File: config.mk
export PLATFORM = sky130hd
export DESIGN_NAME = ffcr_device_flat
export DESIGN_NICKNAME = d
export VERILOG_FILES = /design/src/include/ffcr_pkg.sv /design/src/include/ffcr_link_if.sv /design/src/core/ffcr_sync.sv /design/src/core/ffcr_device.sv /design/src/flat_wrapper.sv
export SDC_FILE = /design/constraint.sdc
export NUM_CORES = 1
export LEC_CHECK = 0
export BUFFER_PORTS_ARGS = -buffer_cell sky130_fd_sc_hd__buf_2
export CORE_ASPECT_RATIO = 0.6
export CORE_MARGIN = 2
export CORE_UTILIZATION = 30
export CTS_CLUSTER_DIAMETER = 30
export CTS_CLUSTER_SIZE = 30
export DETAILED_ROUTE_END_ITERATION = 8
export PLACE_DENSITY = 0.5
export REMOVE_ABC_BUFFERS = 1
export SYNTH_ARGS = -nofsm -noshare
export SYNTH_HDL_FRONTEND = slang
export SYNTH_HIERARCHICAL = 1
export SYNTH_SLANG_ARGS = --single-unit
export TNS_END_PERCENT = 50
File: constraint.sdc
create_clock -name clk_i -period 3.2 [get_ports clk_i]
set_input_delay 0.48 -clock clk_i [delete_from_list [all_inputs] [get_ports clk_i]]
set_output_delay 0.48 -clock clk_i [all_outputs]
set_load 0.03 [all_outputs]
File: src/include/ffcr_pkg.sv
package ffcr_pkg;
    // clock
    localparam int unsigned CLK_PERIOD_NS = 100;
    // serial opcodes, sent msb first
    localparam logic [7:0] OP_WR_EN = 8'h06;
    localparam logic [7:0] OP_WR_DIS = 8'h04;
    localparam logic [7:0] OP_RD_FLAG = 8'h70;
    localparam logic [7:0] OP_RD_CFG = 8'hB5;
    localparam logic [7:0] OP_WR_CFG = 8'hB1;
    localparam logic [7:0] OP_ADDR4_EN = 8'hB7;
    localparam logic [7:0] OP_ADDR4_EX = 8'hE9;
    // flag status bit positions
    localparam int unsigned FS_READY = 7;
    localparam int unsigned FS_ERASE_SUSP = 6;
    localparam int unsigned FS_ERASE_ERR = 5;
    localparam int unsigned FS_WRITE_ERR = 4;
    localparam int unsigned FS_WRITE_SUSP = 2;
    localparam int unsigned FS_PROT_ERR = 1;
    localparam int unsigned FS_ADDR4 = 0;
    // persistent config layout and blank value
    localparam int unsigned CFG_DUMMY_LSB = 12;
    localparam int unsigned CFG_ADDR3 = 0;
    localparam logic [15:0] CFG_RESET = 16'hFFFF;
    localparam logic [3:0] DUMMY_CODE_LO = 4'h0;
    localparam logic [3:0] DUMMY_CODE_HI = 4'hF;
    localparam logic [3:0] DUMMY_FAST_DEF = 4'h8;
    localparam logic [3:0] DUMMY_QUAD_DEF = 4'hA;
    // frame bit counts
    localparam logic [4:0] CMD_BITS = 5'h08;
    localparam logic [4:0] CFG_FRAME_BITS = 5'h18;
    localparam logic [4:0] CFG_BITS = 5'h10;
    // self-timed config write
    localparam int unsigned CFG_WRITE_TIME_NS = 2000;
    localparam int unsigned CFG_WRITE_CYCLES = (CFG_WRITE_TIME_NS + CLK_PERIOD_NS - 1) / CLK_PERIOD_NS;
    // host serial clock half period
    localparam int unsigned SCLK_HALF_CYCLES = 8;
    // host apb register offsets
    localparam logic [7:0] HR_CMD = 8'h00;
    localparam logic [7:0] HR_WDATA = 8'h04;
    localparam logic [7:0] HR_RDATA = 8'h08;
    localparam logic [7:0] HR_STATUS = 8'h0C;
    // host command and status register fields
    localparam int unsigned HC_WLEN_LSB = 8;
    localparam int unsigned HC_RLEN_LSB = 10;
    localparam int unsigned HS_BUSY = 0;
    localparam int unsigned HS_DONE = 1;

    typedef enum logic [2:0] {
        DEV_CMD = 3'b000,
        DEV_RD_FLAG = 3'b001,
        DEV_RD_CFG = 3'b010,
        DEV_WR_CFG = 3'b011,
        DEV_IGNORE = 3'b100
    } ffcr_dev_state_t;

    typedef enum logic [1:0] {
        HST_IDLE = 2'b00,
        HST_RUN = 2'b01,
        HST_GAP = 2'b10
    } ffcr_host_state_t;
endpackage : ffcr_pkg

File: src/include/ffcr_link_if.sv
`timescale 1ns/1ps
`default_nettype none
interface ffcr_link_if;
    logic sclk;
    logic cs_n;
    logic io0;
    logic io1_out;
    logic io1_oe_n;
    logic io1;
    // line floats high when nobody drives it
    assign io1 = io1_oe_n ? 1'b1 : io1_out;
    modport dev (
        input sclk,
        input cs_n,
        input io0,
        output io1_out,
        output io1_oe_n
    );
    modport host (
        output sclk,
        output cs_n,
        output io0,
        input io1
    );
endinterface : ffcr_link_if
`default_nettype wire

File: src/core/ffcr_sync.sv
`timescale 1ns/1ps
`default_nettype none
module ffcr_sync #(
    parameter int unsigned WIDTH = 1,
    parameter logic [WIDTH-1:0] RESET_VAL = '0
) (
    // clock and reset
    input wire logic clk_i,
    input wire logic reset_i,
    // async in, synced out
    input wire logic [WIDTH-1:0] d_i,
    output logic [WIDTH-1:0] q_o
);
    logic [WIDTH-1:0] meta_reg;

    always_ff @(posedge clk_i) begin
        if (reset_i) begin
            meta_reg <= RESET_VAL;
            q_o <= RESET_VAL;
        end else begin
            meta_reg <= d_i;
            q_o <= meta_reg;
        end
    end
endmodule : ffcr_sync
`default_nettype wire

File: src/core/ffcr_device.sv
`timescale 1ns/1ps
`default_nettype none
module ffcr_device #(
    parameter int unsigned CFG_WRITE_CYCLES = ffcr_pkg::CFG_WRITE_CYCLES
) (
    // clock and reset
    input wire logic clk_i,
    input wire logic reset_i,
    // serial link
    ffcr_link_if.dev lnk,
    // internal array operations
    input wire logic op_busy_i,
    input wire logic erase_fail_i,
    input wire logic write_fail_i,
    input wire logic prot_fail_i,
    input wire logic zero_to_one_i,
    input wire logic program_supply_high_i,
    input wire logic erase_susp_i,
    input wire logic write_susp_i,
    // settings for the read path, then the wip and wel status bits
    output logic [3:0] dummy_fast_o,
    output logic [3:0] dummy_quad_o,
    output logic four_byte_o,
    output logic wip_o,
    output logic wel_o
);
    import ffcr_pkg::*;

    localparam int unsigned TW = $clog2(CFG_WRITE_CYCLES + 1);
    localparam logic [TW-1:0] TIMER_LOAD = TW'(CFG_WRITE_CYCLES - 1);

    ffcr_dev_state_t state_reg;
    ffcr_dev_state_t state_next;
    logic [2:0] pins_s;
    logic sclk_prev_reg;
    logic cs_prev_reg;
    logic [7:0] cmd_reg;
    logic [4:0] bit_cnt_reg;
    logic [15:0] data_reg;
    logic [4:0] out_cnt_reg;
    logic io1_reg;
    logic io1_oe_n_reg;
    logic [15:0] cfg_reg;
    logic [15:0] pend_reg;
    logic wcfg_busy_reg;
    logic [TW-1:0] timer_reg;
    logic wel_reg;
    logic four_byte_reg;
    logic erase_err_reg;
    logic write_err_reg;
    logic prot_err_reg;
    logic op_busy_prev_reg;
    logic wip_reg;
    logic [3:0] dummy_fast_reg;
    logic [3:0] dummy_quad_reg;

    // pins cross into clk_i before anything looks at them
    ffcr_sync #(
        .WIDTH(3),
        .RESET_VAL(3'h2)
    ) u_sync (
        .clk_i(clk_i),
        .reset_i(reset_i),
        .d_i({lnk.sclk, lnk.cs_n, lnk.io0}),
        .q_o(pins_s)
    );

    wire sclk_s = pins_s[2];
    wire cs_s = pins_s[1];
    wire io0_s = pins_s[0];
    wire rise = sclk_s & ~sclk_prev_reg & ~cs_s;
    wire fall = ~sclk_s & sclk_prev_reg & ~cs_s;
    wire cs_rise = cs_s & ~cs_prev_reg;
    wire [7:0] cmd_full = {cmd_reg[6:0], io0_s};
    wire last_cmd_bit = (state_reg == DEV_CMD) & rise & (bit_cnt_reg == CMD_BITS - 5'h01);
    wire short_done = cs_rise & (state_reg == DEV_IGNORE) & (bit_cnt_reg == CMD_BITS);
    wire cfg_commit = cs_rise & (state_reg == DEV_WR_CFG) & (bit_cnt_reg == CFG_FRAME_BITS);
    wire cfg_done = wcfg_busy_reg & (timer_reg == '0);
    wire op_start = op_busy_i & ~op_busy_prev_reg;
    wire write_bad = write_fail_i | (zero_to_one_i & program_supply_high_i);
    wire [3:0] dummy_code = cfg_reg[CFG_DUMMY_LSB +: 4];
    wire dummy_dflt = (dummy_code == DUMMY_CODE_LO) | (dummy_code == DUMMY_CODE_HI);
    wire rd_state = (state_next == DEV_RD_FLAG) | (state_next == DEV_RD_CFG);

    // flags are assembled from live state only, software cannot write them
    logic [7:0] flag_byte;
    always_comb begin
        flag_byte = 8'h00;
        flag_byte[FS_READY] = ~wip_reg;
        flag_byte[FS_ERASE_SUSP] = erase_susp_i;
        flag_byte[FS_ERASE_ERR] = erase_err_reg;
        flag_byte[FS_WRITE_ERR] = write_err_reg;
        flag_byte[FS_WRITE_SUSP] = write_susp_i;
        flag_byte[FS_PROT_ERR] = prot_err_reg;
        flag_byte[FS_ADDR4] = four_byte_reg;
    end

    always_comb begin
        state_next = state_reg;
        if (cs_s) begin
            state_next = DEV_CMD;
        end else if (last_cmd_bit) begin
            case (cmd_full)
                OP_RD_FLAG: state_next = DEV_RD_FLAG;
                OP_RD_CFG: state_next = DEV_RD_CFG;
                OP_WR_CFG: state_next = (wel_reg & ~wip_reg) ? DEV_WR_CFG : DEV_IGNORE;
                default: state_next = DEV_IGNORE;
            endcase
        end
    end

    // frame side: shifting in on rising edges, out on falling edges
    always_ff @(posedge clk_i) begin
        if (reset_i) begin
            state_reg <= DEV_CMD;
            sclk_prev_reg <= 1'b0;
            cs_prev_reg <= 1'b1;
            cmd_reg <= 8'h00;
            bit_cnt_reg <= 5'h00;
            data_reg <= 16'h0000;
        end else begin
            state_reg <= state_next;
            sclk_prev_reg <= sclk_s;
            cs_prev_reg <= cs_s;
            if (cs_s) begin
                bit_cnt_reg <= 5'h00;
            end else if (rise) begin
                if (bit_cnt_reg != 5'h1F) begin
                    bit_cnt_reg <= bit_cnt_reg + 5'h01;
                end
                if (bit_cnt_reg < CMD_BITS) begin
                    cmd_reg <= cmd_full;
                end
                data_reg <= {data_reg[14:0], io0_s};
            end
        end
    end

    always_ff @(posedge clk_i) begin
        if (reset_i) begin
            out_cnt_reg <= 5'h00;
            io1_reg <= 1'b0;
            io1_oe_n_reg <= 1'b1;
        end else begin
            io1_oe_n_reg <= ~rd_state;
            if (cs_s | ~rd_state) begin
                out_cnt_reg <= 5'h00;
                io1_reg <= 1'b0;
            end else if (fall & (state_reg == DEV_RD_FLAG)) begin
                io1_reg <= flag_byte[3'h7 - out_cnt_reg[2:0]];
                out_cnt_reg <= {2'b00, out_cnt_reg[2:0] + 3'h1};
            end else if (fall & (state_reg == DEV_RD_CFG)) begin
                if (out_cnt_reg < CFG_BITS) begin
                    io1_reg <= cfg_reg[4'hF - out_cnt_reg[3:0]];
                    out_cnt_reg <= out_cnt_reg + 5'h01;
                end else begin
                    io1_reg <= 1'b0;
                end
            end
        end
    end

    // self-timed config write and the write enable latch
    always_ff @(posedge clk_i) begin
        if (reset_i) begin
            cfg_reg <= CFG_RESET;
            pend_reg <= CFG_RESET;
            wcfg_busy_reg <= 1'b0;
            timer_reg <= '0;
            wel_reg <= 1'b0;
            four_byte_reg <= ~CFG_RESET[CFG_ADDR3];
        end else begin
            if (cfg_commit) begin
                pend_reg <= data_reg;
                wcfg_busy_reg <= 1'b1;
                timer_reg <= TIMER_LOAD;
            end else if (cfg_done) begin
                cfg_reg <= pend_reg;
                four_byte_reg <= ~pend_reg[CFG_ADDR3];
                wcfg_busy_reg <= 1'b0;
                wel_reg <= 1'b0;
            end else if (wcfg_busy_reg) begin
                timer_reg <= timer_reg - TW'(1);
            end
            if (short_done & ~wip_reg) begin
                case (cmd_reg)
                    OP_WR_EN: wel_reg <= 1'b1;
                    OP_WR_DIS: wel_reg <= 1'b0;
                    OP_ADDR4_EN: four_byte_reg <= wel_reg ? 1'b1 : four_byte_reg;
                    OP_ADDR4_EX: four_byte_reg <= wel_reg ? 1'b0 : four_byte_reg;
                    default: wel_reg <= wel_reg;
                endcase
            end
        end
    end

    // error flags: a new event beats the clear at the next operation start
    always_ff @(posedge clk_i) begin
        if (reset_i) begin
            erase_err_reg <= 1'b0;
            write_err_reg <= 1'b0;
            prot_err_reg <= 1'b0;
            op_busy_prev_reg <= 1'b0;
            wip_reg <= 1'b0;
        end else begin
            op_busy_prev_reg <= op_busy_i;
            erase_err_reg <= erase_fail_i | (erase_err_reg & ~op_start);
            write_err_reg <= write_bad | (write_err_reg & ~op_start);
            prot_err_reg <= prot_fail_i | (prot_err_reg & ~op_start);
            wip_reg <= wcfg_busy_reg | op_busy_i;
        end
    end

    always_ff @(posedge clk_i) begin
        if (reset_i) begin
            dummy_fast_reg <= DUMMY_FAST_DEF;
            dummy_quad_reg <= DUMMY_QUAD_DEF;
        end else begin
            dummy_fast_reg <= dummy_dflt ? DUMMY_FAST_DEF : dummy_code;
            dummy_quad_reg <= dummy_dflt ? DUMMY_QUAD_DEF : dummy_code;
        end
    end

    assign lnk.io1_out = io1_reg;
    assign lnk.io1_oe_n = io1_oe_n_reg;
    assign dummy_fast_o = dummy_fast_reg;
    assign dummy_quad_o = dummy_quad_reg;
    assign four_byte_o = four_byte_reg;
    assign wip_o = wip_reg;
    assign wel_o = wel_reg;
endmodule : ffcr_device
`default_nettype wire

File: src/flat_wrapper.sv
// flat-port wrapper written by rule: the top's interface ports become plain ports
module ffcr_device_flat import ffcr_pkg::*;
#(
    parameter int unsigned CFG_WRITE_CYCLES = ffcr_pkg::CFG_WRITE_CYCLES
)
  (clk_i, reset_i, op_busy_i, erase_fail_i, write_fail_i, prot_fail_i, zero_to_one_i, program_supply_high_i, erase_susp_i, write_susp_i, dummy_fast_o, dummy_quad_o, four_byte_o, wip_o, wel_o, lnk_sclk, lnk_cs_n, lnk_io0, lnk_io1_out, lnk_io1_oe_n);
  ffcr_link_if lnk_i ();
  input wire logic clk_i;
  input wire logic reset_i;
  input wire logic op_busy_i;
  input wire logic erase_fail_i;
  input wire logic write_fail_i;
  input wire logic prot_fail_i;
  input wire logic zero_to_one_i;
  input wire logic program_supply_high_i;
  input wire logic erase_susp_i;
  input wire logic write_susp_i;
  output logic [3:0] dummy_fast_o;
  output logic [3:0] dummy_quad_o;
  output logic four_byte_o;
  output logic wip_o;
  output logic wel_o;
  input wire logic [$bits(lnk_i.sclk)-1:0] lnk_sclk;
  input wire logic [$bits(lnk_i.cs_n)-1:0] lnk_cs_n;
  input wire logic [$bits(lnk_i.io0)-1:0] lnk_io0;
  output wire logic [$bits(lnk_i.io1_out)-1:0] lnk_io1_out;
  output wire logic [$bits(lnk_i.io1_oe_n)-1:0] lnk_io1_oe_n;
  assign lnk_i.sclk = lnk_sclk;
  assign lnk_i.cs_n = lnk_cs_n;
  assign lnk_i.io0 = lnk_io0;
  assign lnk_io1_out = lnk_i.io1_out;
  assign lnk_io1_oe_n = lnk_i.io1_oe_n;
  ffcr_device #(.CFG_WRITE_CYCLES(CFG_WRITE_CYCLES)) u_core (.clk_i(clk_i), .reset_i(reset_i), .lnk(lnk_i), .op_busy_i(op_busy_i), .erase_fail_i(erase_fail_i), .write_fail_i(write_fail_i), .prot_fail_i(prot_fail_i), .zero_to_one_i(zero_to_one_i), .program_supply_high_i(program_supply_high_i), .erase_susp_i(erase_susp_i), .write_susp_i(write_susp_i), .dummy_fast_o(dummy_fast_o), .dummy_quad_o(dummy_quad_o), .four_byte_o(four_byte_o), .wip_o(wip_o), .wel_o(wel_o));
endmodule
==> reports/results.ini <==
[status]
status=complete, no violations

[sta]
fmax_ghz=0.461
finalSetupViolCount=0
tightest_slew_ns=0.951
skew_ns=0.00773
timing.final.crit_period_ns=2.17
hold_violations=0
setup_tns_ns=0
layout_setup_ws_ns=1.03
finalCritPeriodShare_pct=67.8
slew_headroom_pct=35.8
rsz0062_at_grt=no
slew_violations=0

[global_route]
antenna_found_initial=0
track_usage_pct=13.6
grt_pass1_vias=2724
grt_pass1_wl_um=15200
gr-total-overflow=0
grt_max_degree=80

[power]
total_power_uw=2340
leakagePower_uw=0.00170
vdd_drop_max_mv=0.212
power.density_cell_area_mw_per_mm2=501

[finish]
nets=489
drive_gt1_share_pct=11.6
syn_to_final_growth_pct=13.7
stdcell_count=651
fillers=1372
antenna_cells=0
final_util_pct=34.6

[detailed_routing]
wire_per_inst_um=14.6
wl_um=9500
drtIter0Drc=223
drc=0
routed-via-count=3114
antenna_left=0
first_pass_iters=4
viasPerCell=4.78

[min_path]
hold_class=primary input to flip-flop

[clock_network]
clkSinkCount=97
clkTransAtPathRegs_ns=0.07
h-tree-depth=3
clockBufferDepth=2
ctsResizeCount=0
cts_hold_buf=0
cts_setup_buffers=0
clkLatencyLatePin_ns=0.34
cts_tree=done
ctsRootBufferMaster=clkbuf_16
cts_buffers=9

[job]
maxCapViolCount=0

[critical_path]
critPathRequiredTime_ns=3.47
path_class=flip-flop to flip-flop
startpoint_type=flip-flop
critPathMaxFanout=22
crit_path_end_kind=flip-flop
arrival_ns=2.44

[placed_design]
portBuffers=25
place_ws_ns=1.04
dpl.cell_count=635
dp_hpwl_um=6670
gp_congestion=0.876

[floorplan]
die-area_sq_mm=0.0147
core_area_sq_mm=0.0135
fp-row-count=33
die_x_um=155
start_util_pct=30.5
die_h_um=94.7
ios=26

[logic_synthesis]
synth.area.top_cells=dfxtp_1 47%, nand2_1 7.1%, nor2b_1 4.4%
seq_area_frac_synth_pct=47.2
synth-main-ff-cell=dfxtp_1
ys_warn_count=6
yosys.area.top_type_share_pct=47.2
netlist_instances=459
async_reset_ff_share_pct=0
postSynthAreaPerCell_sq_um=8.96
yosys.cell_types.count=58
synth_top_area_cell=dfxtp_1
synth_edf_count=0
synth_seq_cells=97
syn_area_sq_mm=0.00411

## per-layer routing
layer	vias up	GRT usage (%)	wire, um
met5	-	0	0
met4	0	3.94	108
met3	10	3.44	464
met2	72	15.7	3180
met1	1428	23.0	5750
li1	1604	-	-
## report_power, final
group	switching (uW)	internal, uW	leakage [uW]
sequential	5.35	1210	0.000786
combinational	27.0	18.0	0.000775
clock	468	609	0.000139
## layout make-up
cell class	instances	area, sq um	area share, %
clock buffers	10	229	4.90
clock inverters	6	67.6	1.44
inverters	14	52.6	1.12
multi-input cells	319	2000	42.9
flip-flops and latches	97	1940	41.5
well taps	175	219	4.68
repair buffers	30	163	3.48
## worst paths after layout
kind	from	endpoint	slack, ns	cells past startpoint
worst max-delay path	u_core/u_sync/q_o[2]$_SDFF_PP0_	u_core/lnk.io1_out$_SDFFE_PP0P_	1.03	6
worst min-delay path	lnk_cs_n	u_core/u_sync/meta_reg[1]$_SDFF_PP1_	0.31	2
worst max register to register	u_core/u_sync/q_o[2]$_SDFF_PP0_	u_core/lnk.io1_out$_SDFFE_PP0P_	1.03	6
worst min register to register	u_core/u_sync/meta_reg[1]$_SDFF_PP1_	u_core/u_sync/q_o[1]$_SDFF_PP1_	0.43	1
## cell families after synthesis
kind of cell               Yosys count  share of synthesized area (%)
AOI/OAI and AO/OA                   76                           13.4
xor gates and xnor gates             9                           1.92
adders and majority gates            5                           1.52
buffers and inverters               43                           4.32
DFF                                 97                           47.2
muxes                               18                           5.05
and+or+nand+nor                    211                           26.6
## synthesized netlist by cell type, types with 6 or more instances
| master | instances |
|---|---|
| inv_1 | 14 |
| a211o_1 | 17 |
| clkbuf_1 | 20 |
| nor2b_1 | 29 |
| nand3b_1 | 17 |
| nor2_1 | 38 |
| mux2i_1 | 14 |
| a21oi_1 | 30 |
| dfxtp_1 | 97 |
| xnor2_1 | 6 |
| nand2_1 | 78 |
## cell usage in the layout, fill, tap and decap left out, drive strengths merged, types with 6 or more instances in the layout
master  count
clkbuf     10
buf        30
nand3b     17
nor2b      29
inv        15
mux2i      14
a211o      17
xnor2       6
nor2       38
a21oi      30
dfxtp      97
nand2      78
## through the flow
stage	area (sq um)	hold slack, ns
3_3_place_gp	4380	0.414
4_1_cts	4680	0.308
2_1_floorplan	3990	0.385
5_1_grt	4680	0.305
3_5_place_dp	4380	0.400
6_report	4680	0.314
## worst max-delay path, stage by stage, from the launching register on
cell	delay (ns)
dfxtp_1	0.37
or3b_1	0.35
buf_4	0.21
or4_4	0.52
a2111oi_4	0.30
o21ai_2	0.17
a31oi_1	0.17
No activity file was read; power rests on OpenSTA's default activity.
